$ cat src/core/radio_ctrl_consts.svh
`ifndef RADIO_CTRL_CONSTS_SVH
`define RADIO_CTRL_CONSTS_SVH
// Timing
`define CLK_HZ 125000000
`define BAUD_BPS 38400
`define BIT_CYC (`CLK_HZ / `BAUD_BPS)
`define MS_PER_S 1000
`define MS_CYC (`CLK_HZ / `MS_PER_S)
`define SEARCH_S 60
`define SEARCH_MS (`SEARCH_S * `MS_PER_S)
`define RESUME_MS 300
// Sizes
`define WAKE_DEPTH 128
`define PKT_MAX 20
// Register byte offsets
`define REG_CTRL 8'h00
`define REG_STATUS 8'h04
`define REG_RADIO_TX 8'h08
`define REG_RADIO_RX 8'h0C
`define REG_USER 8'h10
// Control bits (write one to act)
`define CTRL_CONNECT 0
`define CTRL_DISC 1
`define CTRL_SEARCH 2
`define CTRL_TEST_ON 3
`define CTRL_TEST_OFF 4
`define CTRL_PSAVE 5
`define CTRL_PKT_END 6
`define CTRL_PARAM_CLR 7
// User settings
`define USER_SLEEP_EN 0
`define USER_TMO_EN 1
`define USER_DEFAULT 2'h3
// Test-mode command bytes
`define TCMD_ACT 8'h32
`define TCMD_MODE 8'h35
`define TCMD_PINS 8'h39
`define TLVL_LO 8'h30
`define TLVL_HI 8'h31
`define RESP_ZERO 8'h00
`endif

$ cat src/core/radio_ctrl_pkg.sv
package radio_ctrl_pkg;
   typedef enum logic [2:0] {ST_BOOT, ST_SEARCH, ST_CONN, ST_STANDBY, ST_PSAVE, ST_TEST}
      link_state_t;
   typedef enum logic {ROLE_PERIPH, ROLE_CENTRAL} role_t;
endpackage : radio_ctrl_pkg

$ cat src/core/radio_host_ctrl.sv
`timescale 1ns/10ps
`include "radio_ctrl_consts.svh"
// Summary of operation
// - Serial port is 38400 baud, eight data bits, no parity, one stop bit.
// - RTS/CTS flow control is on normally and off in test mode.
// - Payload packets are limited to 20 bytes in both directions.
// - On connection the link-state and mode indicators go high.
// - Init input low at startup restores all user settings to defaults.
// - While sleeping, up to 128 bytes are held; excess is dropped silently.
// - Data or events for a sleeping host are held until it is active.
// - Pending data for a sleeping host raises the wake-up request output.
// - Once the host is active the held data goes out on the serial port.
// - The wake-up buffer is 128 bytes; overflow is dropped with no event.
// - Test mode two-byte pin command drives one output and answers 00 00.
// - Test command 39 39 answers input pin levels then 00 00.
// - Sleep is allowed while searching or connected; serial port unused then.
// - Serial data arising during sleep raises the wake-up request output.
// - Disconnect input low over 300 ms after disconnect restarts as central.
// - Transfers are unacknowledged; delivery to the peer is not guaranteed.
// - Role-select sampled at startup: low peripheral, high central.
// - Searching ends after 60 seconds without a connection.
module radio_host_ctrl #(
   parameter int MS_CYC = `MS_CYC,
   parameter int SEARCH_MS = `SEARCH_MS,
   parameter int RESUME_MS = `RESUME_MS,
   parameter int BIT_CYC = `BIT_CYC,
   parameter int DEPTH = `WAKE_DEPTH,
   parameter int PKT_MAX = `PKT_MAX
)(
   input wire logic clk_i,
   input wire logic rst_i,
   input wire logic [7:0] adr_i,
   input wire logic [31:0] dat_i,
   output logic [31:0] dat_o,
   input wire logic we_i,
   input wire logic [3:0] sel_i,
   input wire logic cyc_i,
   input wire logic stb_i,
   output logic ack_o,
   input wire logic uart_rxd_i,
   output logic uart_txd_o,
   input wire logic uart_cts_n_i,
   output logic uart_rts_n_o,
   input wire logic init_sleep_req_in,
   input wire logic param_change_req_in,
   input wire logic disconnect_resume_in,
   input wire logic role_select_in,
   output logic active_sleep_ind_out,
   output logic link_state_ind_out,
   output logic host_wake_req_out,
   output logic mode_ind_out
);
   localparam logic [16:0] MS_M1 = 17'(MS_CYC - 1);
   localparam logic [15:0] SEARCH_LIM = 16'(SEARCH_MS);
   localparam logic [15:0] RESUME_LIM = 16'(RESUME_MS);
   localparam logic [7:0] DEPTH_L = 8'(DEPTH);
   localparam logic [4:0] PKT_L = 5'(PKT_MAX);

   function automatic logic hit(input logic [7:0] a, input logic [7:0] off);
      hit = (a[7:2] == off[7:2]);
   endfunction : hit

   // Pin command first byte: {valid, output index}
   function automatic logic [2:0] pin_sel(input logic [7:0] b);
      pin_sel = (b >= `TCMD_ACT && b <= `TCMD_MODE) ? {1'b1, 2'(b - `TCMD_ACT)} : 3'h0;
   endfunction : pin_sel

   radio_ctrl_pkg::link_state_t state_ff;
   radio_ctrl_pkg::role_t role_ff;
   logic ack_ff, tick_ff, sleep_ff, lock_ff, param_ff, dc_prev_ff, pc_prev_ff;
   logic [16:0] ms_cnt_ff;
   logic [15:0] search_ms_ff, resume_ms_ff;
   logic [1:0] user_ff;
   logic [7:0] wmem [DEPTH];
   logic [6:0] wr_ptr_ff, rd_ptr_ff;
   logic [7:0] wcnt_ff;
   logic [4:0] pkt_tx_ff, pkt_cnt_ff, pkt_rd_ff;
   logic [7:0] pmem [PKT_MAX];
   logic have_first_ff;
   logic [7:0] first_ff;
   logic [1:0] resp_len_ff;
   logic [3:0] resp_stat_ff, tst_pin_ff;
   logic [7:0] rx_data;
   logic rx_valid, tx_ready, tx_valid, tx_fire;
   logic [7:0] tx_data;

   wire testm = (state_ff == radio_ctrl_pkg::ST_TEST);
   wire normal = !testm && state_ff != radio_ctrl_pkg::ST_BOOT;
   wire host_asleep = role_select_in;
   wire wb_req = cyc_i && stb_i && !ack_ff;
   // Writes land at the edge the master samples ack, while it still holds the request
   wire wr = cyc_i && stb_i && ack_ff && we_i && sel_i[0];
   wire [7:0] cmd = (wr && hit(adr_i, `REG_CTRL)) ? dat_i[7:0] : 8'h00;
   wire push_req = wr && hit(adr_i, `REG_RADIO_TX) && normal;
   wire push = push_req && wcnt_ff < DEPTH_L && pkt_tx_ff < PKT_L;
   wire rx_avail = pkt_rd_ff != pkt_cnt_ff;
   wire pop_rx = wb_req && !we_i && hit(adr_i, `REG_RADIO_RX) && rx_avail;
   wire rx_wr = rx_valid && normal && !sleep_ff && pkt_cnt_ff < PKT_L;
   wire drain = normal && wcnt_ff != 8'h00 && !host_asleep && !sleep_ff && !uart_cts_n_i;
   wire pop_w = tx_fire && normal;
   wire t_exec = rx_valid && testm && have_first_ff;
   wire [2:0] psel = pin_sel(first_ff);
   wire lvl_ok = rx_data == `TLVL_LO || rx_data == `TLVL_HI;

   assign ack_o = ack_ff;
   assign tx_valid = testm ? (resp_len_ff != 2'h0) : drain;
   assign tx_data = testm ? ((resp_len_ff == 2'h3) ? {4'h0, resp_stat_ff} : `RESP_ZERO)
                          : wmem[rd_ptr_ff];
   assign tx_fire = tx_valid && tx_ready;

   uart_link #(.BIT_CYC(BIT_CYC)) u_uart (
      .clk_i(clk_i),
      .rst_i(rst_i),
      .tx_data_i(tx_data),
      .tx_valid_i(tx_valid),
      .tx_ready_o(tx_ready),
      .txd_o(uart_txd_o),
      .rxd_i(uart_rxd_i),
      .rx_data_o(rx_data),
      .rx_valid_o(rx_valid)
   );

   ////////////////////////////////////////////////////////////////////////////////
   // Bus slave and millisecond tick
   always_ff @(posedge clk_i)
   begin
      if (rst_i)
      begin
         ack_ff <= 1'b0;
         dat_o <= 32'h0000_0000;
      end
      else
      begin
         ack_ff <= wb_req;
         dat_o <= 32'h0000_0000;
         if (wb_req && !we_i)
         begin
            if (hit(adr_i, `REG_STATUS))
               dat_o <= {11'h000, pkt_cnt_ff, wcnt_ff, param_ff, lock_ff, host_asleep,
                         sleep_ff, role_ff, state_ff};
            else if (hit(adr_i, `REG_RADIO_RX))
               dat_o <= {23'h00_0000, rx_avail, pmem[pkt_rd_ff]};
            else if (hit(adr_i, `REG_USER))
               dat_o <= {30'h0000_0000, user_ff};
         end
      end
   end

   always_ff @(posedge clk_i)
   begin
      if (rst_i || ms_cnt_ff == MS_M1)
         ms_cnt_ff <= 17'h0_0000;
      else
         ms_cnt_ff <= ms_cnt_ff + 17'h0_0001;
      tick_ff <= !rst_i && ms_cnt_ff == MS_M1;
   end

   ////////////////////////////////////////////////////////////////////////////////
   // Link state machine
   always_ff @(posedge clk_i)
   begin
      if (rst_i)
      begin
         state_ff <= radio_ctrl_pkg::ST_BOOT;
         role_ff <= radio_ctrl_pkg::ROLE_PERIPH;
         lock_ff <= 1'b0;
      end
      else
      begin
         case (state_ff)
            radio_ctrl_pkg::ST_BOOT:
            begin
               role_ff <= role_select_in ? radio_ctrl_pkg::ROLE_CENTRAL
                                         : radio_ctrl_pkg::ROLE_PERIPH;
               lock_ff <= !init_sleep_req_in;
               state_ff <= init_sleep_req_in ? radio_ctrl_pkg::ST_SEARCH
                                             : radio_ctrl_pkg::ST_STANDBY;
            end
            radio_ctrl_pkg::ST_SEARCH:
               if (cmd[`CTRL_CONNECT])
                  state_ff <= radio_ctrl_pkg::ST_CONN;
               else if (cmd[`CTRL_DISC] || (search_ms_ff >= SEARCH_LIM && user_ff[`USER_TMO_EN]))
                  state_ff <= radio_ctrl_pkg::ST_STANDBY;
               else if (cmd[`CTRL_PSAVE])
                  state_ff <= radio_ctrl_pkg::ST_PSAVE;
               else if (cmd[`CTRL_TEST_ON])
                  state_ff <= radio_ctrl_pkg::ST_TEST;
            radio_ctrl_pkg::ST_CONN:
               if (cmd[`CTRL_DISC] || (dc_prev_ff && !disconnect_resume_in))
                  state_ff <= radio_ctrl_pkg::ST_STANDBY;
            radio_ctrl_pkg::ST_STANDBY:
               if (lock_ff)
                  state_ff <= radio_ctrl_pkg::ST_STANDBY;
               else if (resume_ms_ff > RESUME_LIM && !disconnect_resume_in)
               begin
                  state_ff <= radio_ctrl_pkg::ST_SEARCH;
                  role_ff <= radio_ctrl_pkg::ROLE_CENTRAL;
               end
               else if (cmd[`CTRL_SEARCH])
                  state_ff <= radio_ctrl_pkg::ST_SEARCH;
               else if (cmd[`CTRL_PSAVE])
                  state_ff <= radio_ctrl_pkg::ST_PSAVE;
               else if (cmd[`CTRL_TEST_ON])
                  state_ff <= radio_ctrl_pkg::ST_TEST;
            radio_ctrl_pkg::ST_PSAVE:
               if (!role_select_in)
               begin
                  state_ff <= radio_ctrl_pkg::ST_SEARCH;
                  role_ff <= radio_ctrl_pkg::ROLE_PERIPH;
               end
               else if (!disconnect_resume_in)
               begin
                  state_ff <= radio_ctrl_pkg::ST_SEARCH;
                  role_ff <= radio_ctrl_pkg::ROLE_CENTRAL;
               end
            radio_ctrl_pkg::ST_TEST:
               if (cmd[`CTRL_TEST_OFF])
                  state_ff <= radio_ctrl_pkg::ST_STANDBY;
            default:
               state_ff <= radio_ctrl_pkg::ST_BOOT;
         endcase
      end
   end

   always_ff @(posedge clk_i)
   begin
      if (rst_i || state_ff != radio_ctrl_pkg::ST_SEARCH)
         search_ms_ff <= 16'h0000;
      else if (tick_ff && search_ms_ff != 16'hFFFF)
         search_ms_ff <= search_ms_ff + 16'h0001;
      if (rst_i || state_ff != radio_ctrl_pkg::ST_STANDBY || disconnect_resume_in)
         resume_ms_ff <= 16'h0000;
      else if (tick_ff && resume_ms_ff != 16'hFFFF)
         resume_ms_ff <= resume_ms_ff + 16'h0001;
   end

   ////////////////////////////////////////////////////////////////////////////////
   // User settings, sleep and parameter-change request
   always_ff @(posedge clk_i)
   begin
      if (rst_i)
         user_ff <= `USER_DEFAULT;
      else if (state_ff == radio_ctrl_pkg::ST_BOOT && !init_sleep_req_in)
         user_ff <= `USER_DEFAULT;
      else if (wr && hit(adr_i, `REG_USER))
         user_ff <= dat_i[1:0];
   end

   always_ff @(posedge clk_i)
   begin
      if (rst_i)
      begin
         sleep_ff <= 1'b0;
         param_ff <= 1'b0;
         dc_prev_ff <= 1'b1;
         pc_prev_ff <= 1'b1;
      end
      else
      begin
         sleep_ff <= user_ff[`USER_SLEEP_EN] && !init_sleep_req_in
                     && (state_ff == radio_ctrl_pkg::ST_SEARCH
                         || state_ff == radio_ctrl_pkg::ST_CONN);
         dc_prev_ff <= disconnect_resume_in;
         pc_prev_ff <= param_change_req_in;
         if (state_ff == radio_ctrl_pkg::ST_CONN && pc_prev_ff && !param_change_req_in)
            param_ff <= 1'b1;
         else if (cmd[`CTRL_PARAM_CLR])
            param_ff <= 1'b0;
      end
   end

   ////////////////////////////////////////////////////////////////////////////////
   // Wake-up buffer toward the host
   always_ff @(posedge clk_i)
   begin
      if (push)
         wmem[wr_ptr_ff] <= dat_i[7:0];
   end

   always_ff @(posedge clk_i)
   begin
      if (rst_i)
      begin
         wr_ptr_ff <= 7'h00;
         rd_ptr_ff <= 7'h00;
         wcnt_ff <= 8'h00;
         pkt_tx_ff <= 5'h00;
      end
      else
      begin
         if (push)
            wr_ptr_ff <= wr_ptr_ff + 7'h01;
         if (pop_w)
            rd_ptr_ff <= rd_ptr_ff + 7'h01;
         if (push && !pop_w)
            wcnt_ff <= wcnt_ff + 8'h01;
         else if (pop_w && !push)
            wcnt_ff <= wcnt_ff - 8'h01;
         if (cmd[`CTRL_PKT_END])
            pkt_tx_ff <= 5'h00;
         else if (push_req && pkt_tx_ff < PKT_L)
            pkt_tx_ff <= pkt_tx_ff + 5'h01;
      end
   end

   ////////////////////////////////////////////////////////////////////////////////
   // Packet from the host toward the radio
   always_ff @(posedge clk_i)
   begin
      if (rx_wr)
         pmem[pkt_cnt_ff] <= rx_data;
   end

   always_ff @(posedge clk_i)
   begin
      if (rst_i)
      begin
         pkt_cnt_ff <= 5'h00;
         pkt_rd_ff <= 5'h00;
      end
      else if (pop_rx && !rx_wr && pkt_rd_ff + 5'h01 == pkt_cnt_ff)
      begin
         pkt_cnt_ff <= 5'h00;
         pkt_rd_ff <= 5'h00;
      end
      else
      begin
         if (rx_wr)
            pkt_cnt_ff <= pkt_cnt_ff + 5'h01;
         if (pop_rx)
            pkt_rd_ff <= pkt_rd_ff + 5'h01;
      end
   end

   ////////////////////////////////////////////////////////////////////////////////
   // Test-mode pin command interpreter
   always_ff @(posedge clk_i)
   begin
      if (rst_i || !testm)
      begin
         have_first_ff <= 1'b0;
         first_ff <= 8'h00;
         resp_len_ff <= 2'h0;
         resp_stat_ff <= 4'h0;
         tst_pin_ff <= 4'h0;
      end
      else if (rx_valid)
      begin
         have_first_ff <= !have_first_ff;
         if (!have_first_ff)
            first_ff <= rx_data;
         else if (psel[2] && lvl_ok)
         begin
            tst_pin_ff[psel[1:0]] <= (rx_data == `TLVL_HI);
            resp_len_ff <= 2'h2;
         end
         else if (first_ff == `TCMD_PINS && rx_data == `TCMD_PINS)
         begin
            resp_stat_ff <= {role_select_in, disconnect_resume_in,
                             param_change_req_in, init_sleep_req_in};
            resp_len_ff <= 2'h3;
         end
         else if (tx_fire)
            resp_len_ff <= resp_len_ff - 2'h1;
      end
      else if (tx_fire)
         resp_len_ff <= resp_len_ff - 2'h1;
   end

   ////////////////////////////////////////////////////////////////////////////////
   // Pins
   always_ff @(posedge clk_i)
   begin
      if (rst_i)
      begin
         active_sleep_ind_out <= 1'b0;
         link_state_ind_out <= 1'b0;
         host_wake_req_out <= 1'b0;
         mode_ind_out <= 1'b0;
         uart_rts_n_o <= 1'b1;
      end
      else if (testm)
      begin
         {mode_ind_out, host_wake_req_out, link_state_ind_out, active_sleep_ind_out}
            <= tst_pin_ff;
         uart_rts_n_o <= 1'b0;
      end
      else
      begin
         active_sleep_ind_out <= normal && !sleep_ff;
         link_state_ind_out <= state_ff == radio_ctrl_pkg::ST_CONN;
         mode_ind_out <= state_ff == radio_ctrl_pkg::ST_CONN;
         host_wake_req_out <= wcnt_ff != 8'h00 && (host_asleep || sleep_ff);
         uart_rts_n_o <= !normal || sleep_ff || pkt_cnt_ff >= PKT_L;
      end
   end
endmodule : radio_host_ctrl

$ cat src/core/uart_link.sv
`timescale 1ns/10ps
`include "radio_ctrl_consts.svh"
module uart_link #(
   parameter int BIT_CYC = `BIT_CYC
)(
   input wire logic clk_i,
   input wire logic rst_i,
   input wire logic [7:0] tx_data_i,
   input wire logic tx_valid_i,
   output logic tx_ready_o,
   output logic txd_o,
   input wire logic rxd_i,
   output logic [7:0] rx_data_o,
   output logic rx_valid_o
);
   localparam logic [11:0] BIT_M1 = 12'(BIT_CYC - 1);
   localparam logic [11:0] HALF_M1 = 12'(BIT_CYC / 2 - 1);

   logic [9:0] tx_sh_ff;
   logic [3:0] tx_bits_ff;
   logic [11:0] tx_cnt_ff;
   logic rx_busy_ff;
   logic [3:0] rx_bits_ff;
   logic [11:0] rx_cnt_ff;
   logic [8:0] rx_sh_ff;

   assign tx_ready_o = (tx_bits_ff == 4'h0);

   ////////////////////////////////////////////////////////////////////////////////
   // 8N1 transmitter, line idles high
   always_ff @(posedge clk_i)
   begin
      if (rst_i)
      begin
         tx_sh_ff <= 10'h3FF;
         tx_bits_ff <= 4'h0;
         tx_cnt_ff <= 12'h000;
      end
      else if (tx_bits_ff == 4'h0)
      begin
         if (tx_valid_i)
         begin
            tx_sh_ff <= {1'b1, tx_data_i, 1'b0};
            tx_bits_ff <= 4'hA;
            tx_cnt_ff <= BIT_M1;
         end
      end
      else if (tx_cnt_ff == 12'h000)
      begin
         tx_sh_ff <= {1'b1, tx_sh_ff[9:1]};
         tx_bits_ff <= tx_bits_ff - 4'h1;
         tx_cnt_ff <= BIT_M1;
      end
      else
         tx_cnt_ff <= tx_cnt_ff - 12'h001;
   end

   always_ff @(posedge clk_i)
   begin
      if (rst_i)
         txd_o <= 1'b1;
      else
         txd_o <= (tx_bits_ff == 4'h0) ? 1'b1 : tx_sh_ff[0];
   end

   ////////////////////////////////////////////////////////////////////////////////
   // Receiver: samples mid-bit, drops frames with a bad stop bit
   always_ff @(posedge clk_i)
   begin
      if (rst_i)
      begin
         rx_busy_ff <= 1'b0;
         rx_bits_ff <= 4'h0;
         rx_cnt_ff <= 12'h000;
         rx_sh_ff <= 9'h000;
         rx_data_o <= 8'h00;
         rx_valid_o <= 1'b0;
      end
      else
      begin
         rx_valid_o <= 1'b0;
         if (!rx_busy_ff)
         begin
            if (!rxd_i)
            begin
               rx_busy_ff <= 1'b1;
               rx_bits_ff <= 4'h0;
               rx_cnt_ff <= HALF_M1;
            end
         end
         else if (rx_cnt_ff != 12'h000)
            rx_cnt_ff <= rx_cnt_ff - 12'h001;
         else if (rx_bits_ff == 4'h0 && rxd_i)
            rx_busy_ff <= 1'b0;
         else if (rx_bits_ff == 4'h9)
         begin
            rx_busy_ff <= 1'b0;
            rx_data_o <= rx_sh_ff[8:1];
            rx_valid_o <= rxd_i;
         end
         else
         begin
            rx_sh_ff <= {rxd_i, rx_sh_ff[8:1]};
            rx_bits_ff <= rx_bits_ff + 4'h1;
            rx_cnt_ff <= BIT_M1;
         end
      end
   end
endmodule : uart_link
$ cat config.mk
export PLATFORM = sky130hd
export DESIGN_NAME = radio_host_ctrl
export DESIGN_NICKNAME = d
export VERILOG_FILES = /design/src/core/radio_ctrl_pkg.sv /design/src/core/radio_host_ctrl.sv /design/src/core/uart_link.sv
export VERILOG_INCLUDE_DIRS = /design/src /design/src/core
export SDC_FILE = /design/constraint.sdc
export NUM_CORES = 2
export LEC_CHECK = 0
export BUFFER_PORTS_ARGS = -buffer_cell sky130_fd_sc_hd__buf_2
export CAP_MARGIN = 5
export CORE_UTILIZATION = 30
export DETAILED_ROUTE_END_ITERATION = 16
export PLACE_DENSITY_LB_ADDON = 0.12
export SLEW_MARGIN = 10
export SYNTH_ARGS = -nofsm -noshare
export SYNTH_HDL_FRONTEND = slang
export SYNTH_SLANG_ARGS = --single-unit
export TNS_END_PERCENT = 50
$ cat constraint.sdc
create_clock -name clk_i -period 5.4 [get_ports clk_i]
set_clock_uncertainty 0.2 [all_clocks]
set_input_delay 0.27 -clock clk_i [delete_from_list [all_inputs] [get_ports clk_i]]
set_output_delay 0.27 -clock clk_i [all_outputs]
set_load 0.01 [all_outputs]
==> impl_summary.md <==
Synth
For this run, asynchronously set or reset flops after synthesis account for 0. The post-synthesis mux area share is 0.141. By area the synthesized netlist is led by edfxtp_1 (64%), mux4_2 (12%), dfxtp_1 (7.8%). Each instance of the synthesized netlist takes up on average 17.0 um2. Yosys printed 0 warnings.

The most used flip-flop cell after synthesis is edfxtp_1. Of all cell types, the one taking the most synthesized area is edfxtp_1. The sequential share of the synthesized area is 0.715. The count of distinct cell types in the synthesized netlist is 81. Counting flops with a built-in enable in the synthesized netlist gives 1,184.

Of the total synthesized cell area, the portion taken by AND, OR, NAND and NOR gates is 0.0685. Of the post-synthesis cell area, the dominant cell type holds 0.638. After synthesis, the largest family of logic cells by area is multiplexers. Among all cell types in the netlist, the one instantiated most often is edfxtp_1. The gate count after technology mapping is 3,288. Summing every instance area after synthesis gives 55,800 um2. Counting flops and latches in the post-synthesis netlist gives 1,400.

Of the total synthesized cell area, the portion taken by full adders, half adders and majority gates is 0.00709. Counting instances in the post-synthesis netlist gives the leading cell types as edfxtp_1 (1,184), nor2_1 (390), mux4_2 (289). Of the total synthesized cell area, the portion taken by XOR and XNOR cells is 0.0129. The compound-cell area share of the yosys netlist came to 0.0370.

Floorplan
From bottom edge to top edge, the die measures 433 um. In this run the horizontal extent of the chip is 433 um. During I/O placement, the number of pins put on the boundary was 94. The number of core rows is 157. The initial utilization of the core area, before any placement, comes to 0.303. The area inside the core boundary is 184,000 um2.

The area of the die is 188,000 um2.

CTS
The clock input transition at the sequential cells of the worst setup and hold paths is 0.06 ns. After clock tree synthesis, the repair step resized 0 gates. The maximum count of clock buffers along a single path is 3.

The number of buffers inserted during clock tree synthesis is 160. The clock latency at the later pin of the worst-skew pair is 0.80 ns. In this run, post-CTS hold repair placed 35 buffers. The CTS tree is built. The number of buffers added for setup after CTS is 0. The root buffer cell chosen for the clock tree is clkbuf_16. The tree built by TritonCTS fans out to 1,400 sinks. The H-tree depth is 4.

Place
The worst slack at placement is 1.10 ns. The count of buffers inserted at the top-level ports is 53. The weighted congestion reported at the end of routability-driven placement is 0.810. The detailed placer's ending HPWL is 99,900 um.

Drt
Dividing the detail-routed wire length by the instance count gives 25.6 um. For this block, the initial DRC count from the detailed router was 2,286. After detailed routing, the total wire length is 155,000 um. In the routed layout, each cell is associated on average with a via count of 4.91. Once detail routing completed, the nets flagged for antenna violations numbered 0. The first detailed-routing pass ran for 5 iterations. After detailed routing, the number of remaining DRC violations is 0.

The routed layout has 29,800 vias.

Power and ir drop
The leakage power figure is 19.7 nW. The power density of the placed cells is 366 nW/um2. The worst-case IR drop observed on VDD is 0.264 mV.

Cells and area
Compared with the post-synthesis result, the final layout area differs by 15.7%. After filler insertion, the fill cell instance count of the layout stands at 17,600. The fraction of layout cells with a size suffix above 1 is 0.192.

The net count of the finished layout is 3,557. Measured on the finished design, the core utilization comes to 0.351.

Timing
The final count of hold timing violations is 0. The hold slack is 0.114 ns. The post-layout worst setup margin is 0.782 ns.

Timing would allow up to 217 MHz. The accumulated negative setup slack is 0 ns. Setup violations remaining at the end of the flow were counted as 0. The final count of pins violating max slew came to 0. Setup repair after global routing left no endpoint under its margin.

In the finished design, the share of the clock period the worst path needs comes to 0.855. In this run the tightest slew margin relative to its limit is 0.160. At the pin with the least slew margin, the transition time is 1.26 ns.

The worst path needs 4.62 ns of the cycle, external delays included.

Critical path
The worst register-to-register path has a setup slack of 1.09 ns. STA classifies the critical path startpoint as an input pin. Along the worst path, the maximum fanout reaches 16. The worst setup path is of the input pin to flop kind. For the worst setup path, the data arrival time is 4.82 ns. The required time reported for the critical path endpoint is 5.60 ns.

The type of destination of the critical path is a flop.

Global routing
Across every metal layer, demand over resource in global routing totals 0.166. The global-route wire length before repair is 224,000 um. The largest net degree at the start of global routing is 94. The via count of the first global-routing pass is 30,500.

Summed over all layers, the global routing overflow is 0. The initial antenna violation count is 7.

Run
The max-cap violation count is 0.

Status
The run finished with clean final reports.

Min path
The min-delay analysis places its worst path in the category input pin to flop.
==> worst max-delay path: stages <==
cell and delay [ns]:
dlygate4sd3_1 0.54, buf_2 0.12, or3_1 0.35, dlygate4sd3_1 0.60
nor2_1 0.21, nand3_1 0.17, nor4_4 0.15, buf_4 0.29
nor2b_1 0.29, nand2_1 0.80, nor2_1 1.00
==> layout make-up <==
type / count / area (um2) / area share
tap: 2464 / 3080 / 0.0478
inverter: 40 / 150 / 0.00233
clock inverter: 70 / 632 / 0.00980
sequential: 1400 / 39900 / 0.619
timing repair buffer: 183 / 1460 / 0.0227
antenna: 1 / 2.50 / 0.0000388
multi-input combinational: 1686 / 14900 / 0.231
clock buffer: 221 / 4340 / 0.0673
==> registers in the layout, summed over array words and instances, names as in the netlist, 5 cells and up, named ones only <==
signal / flops
u_uart.tx_cnt_ff: 12
wcnt_ff: 8
rd_ptr_ff: 7
dat_o: 21
u_uart.rx_cnt_ff: 12
pkt_cnt_ff: 5
first_ff: 8
resume_ms_ff: 16
ms_cnt_ff: 17
search_ms_ff: 16
u_uart.rx_sh_ff: 8
u_uart.tx_sh_ff: 9
u_uart.rx_data_o: 8
pmem: 160
wr_ptr_ff: 7
wmem: 1024
pkt_tx_ff: 5
pkt_rd_ff: 5
==> cells in the final DEF, fill, tap and decap left out, drive strengths merged, types with 9 or more instances in the layout <==
cell type / instances
clkinv: 55
mux4: 289
clkbuf: 221
nand3: 62
conb: 11
dfxtp: 216
o211ai: 15
nor4: 14
o22ai: 20
a211o: 9
and4: 9
dlygate4sd3: 35
a211oi: 21
a22oi: 33
nand4: 26
a21oi: 89
and2: 17
edfxtp: 1184
or3: 23
nor2: 391
a31oi: 13
inv: 48
mux2i: 122
xnor2: 34
nand2b: 17
nor2b: 19
o21ai: 43
or2: 14
mux2: 13
nand2: 140
buf: 148
xor2: 48
ha: 30
nor3: 54
==> worst paths after layout <==
| check | startpoint | cells past startpoint | end |
|---|---|---|---|
| hold / removal | param_change_req_in | 3 | pc_prev_ff$_SDFF_PP1_ |
| setup / recovery | adr_i[6] | 11 | wmem[10][5]$_DFFE_PP_ |
| setup reg to reg | state_ff[0]$_SDFFE_PP0P_ | 7 | wmem[10][5]$_DFFE_PP_ |
| hold reg to reg | ms_cnt_ff[0]$_SDFF_PP0_ | 1 | ms_cnt_ff[0]$_SDFF_PP0_ |
==> stage by stage <==
step           cells  instance area (um2)  total power, mW
2_1_floorplan   3298                55800             12.9
3_3_place_gp    5738                59200             13.5
3_5_place_dp    5738                59200             13.5
4_1_cts         6064                64500             23.9
5_1_grt         6064                64500             24.5
6_report        6065                64500             23.6
==> kinds of logic after synthesis <==
kind of cell	after synthesis
buffers and inverters	212
AO/OA/AOI/OAI	311
other	1
flip-flops	1400
multiplexers	424
adder cells (fa/ha/maj)	31
AND/OR/NAND/NOR	827
XOR/XNOR	82
==> power breakdown <==
| part | internal [mW] | switching, mW |
|---|---|---|
| Clock | 5.90 | 4.48 |
| Combinational | 0.415 | 0.926 |
| Sequential | 11.8 | 0.105 |
==> layer usage <==
layer | vias up | routed length, um | GRT usage
li1 | 13300 | - | -
met1 | 15600 | 73900 | 0.239
met4 | 2 | 3320 | 0.0430
met5 | - | 8 | 0
met2 | 659 | 71200 | 0.256
met3 | 197 | 6940 | 0.0301
(Power assumes the default switching activity.)
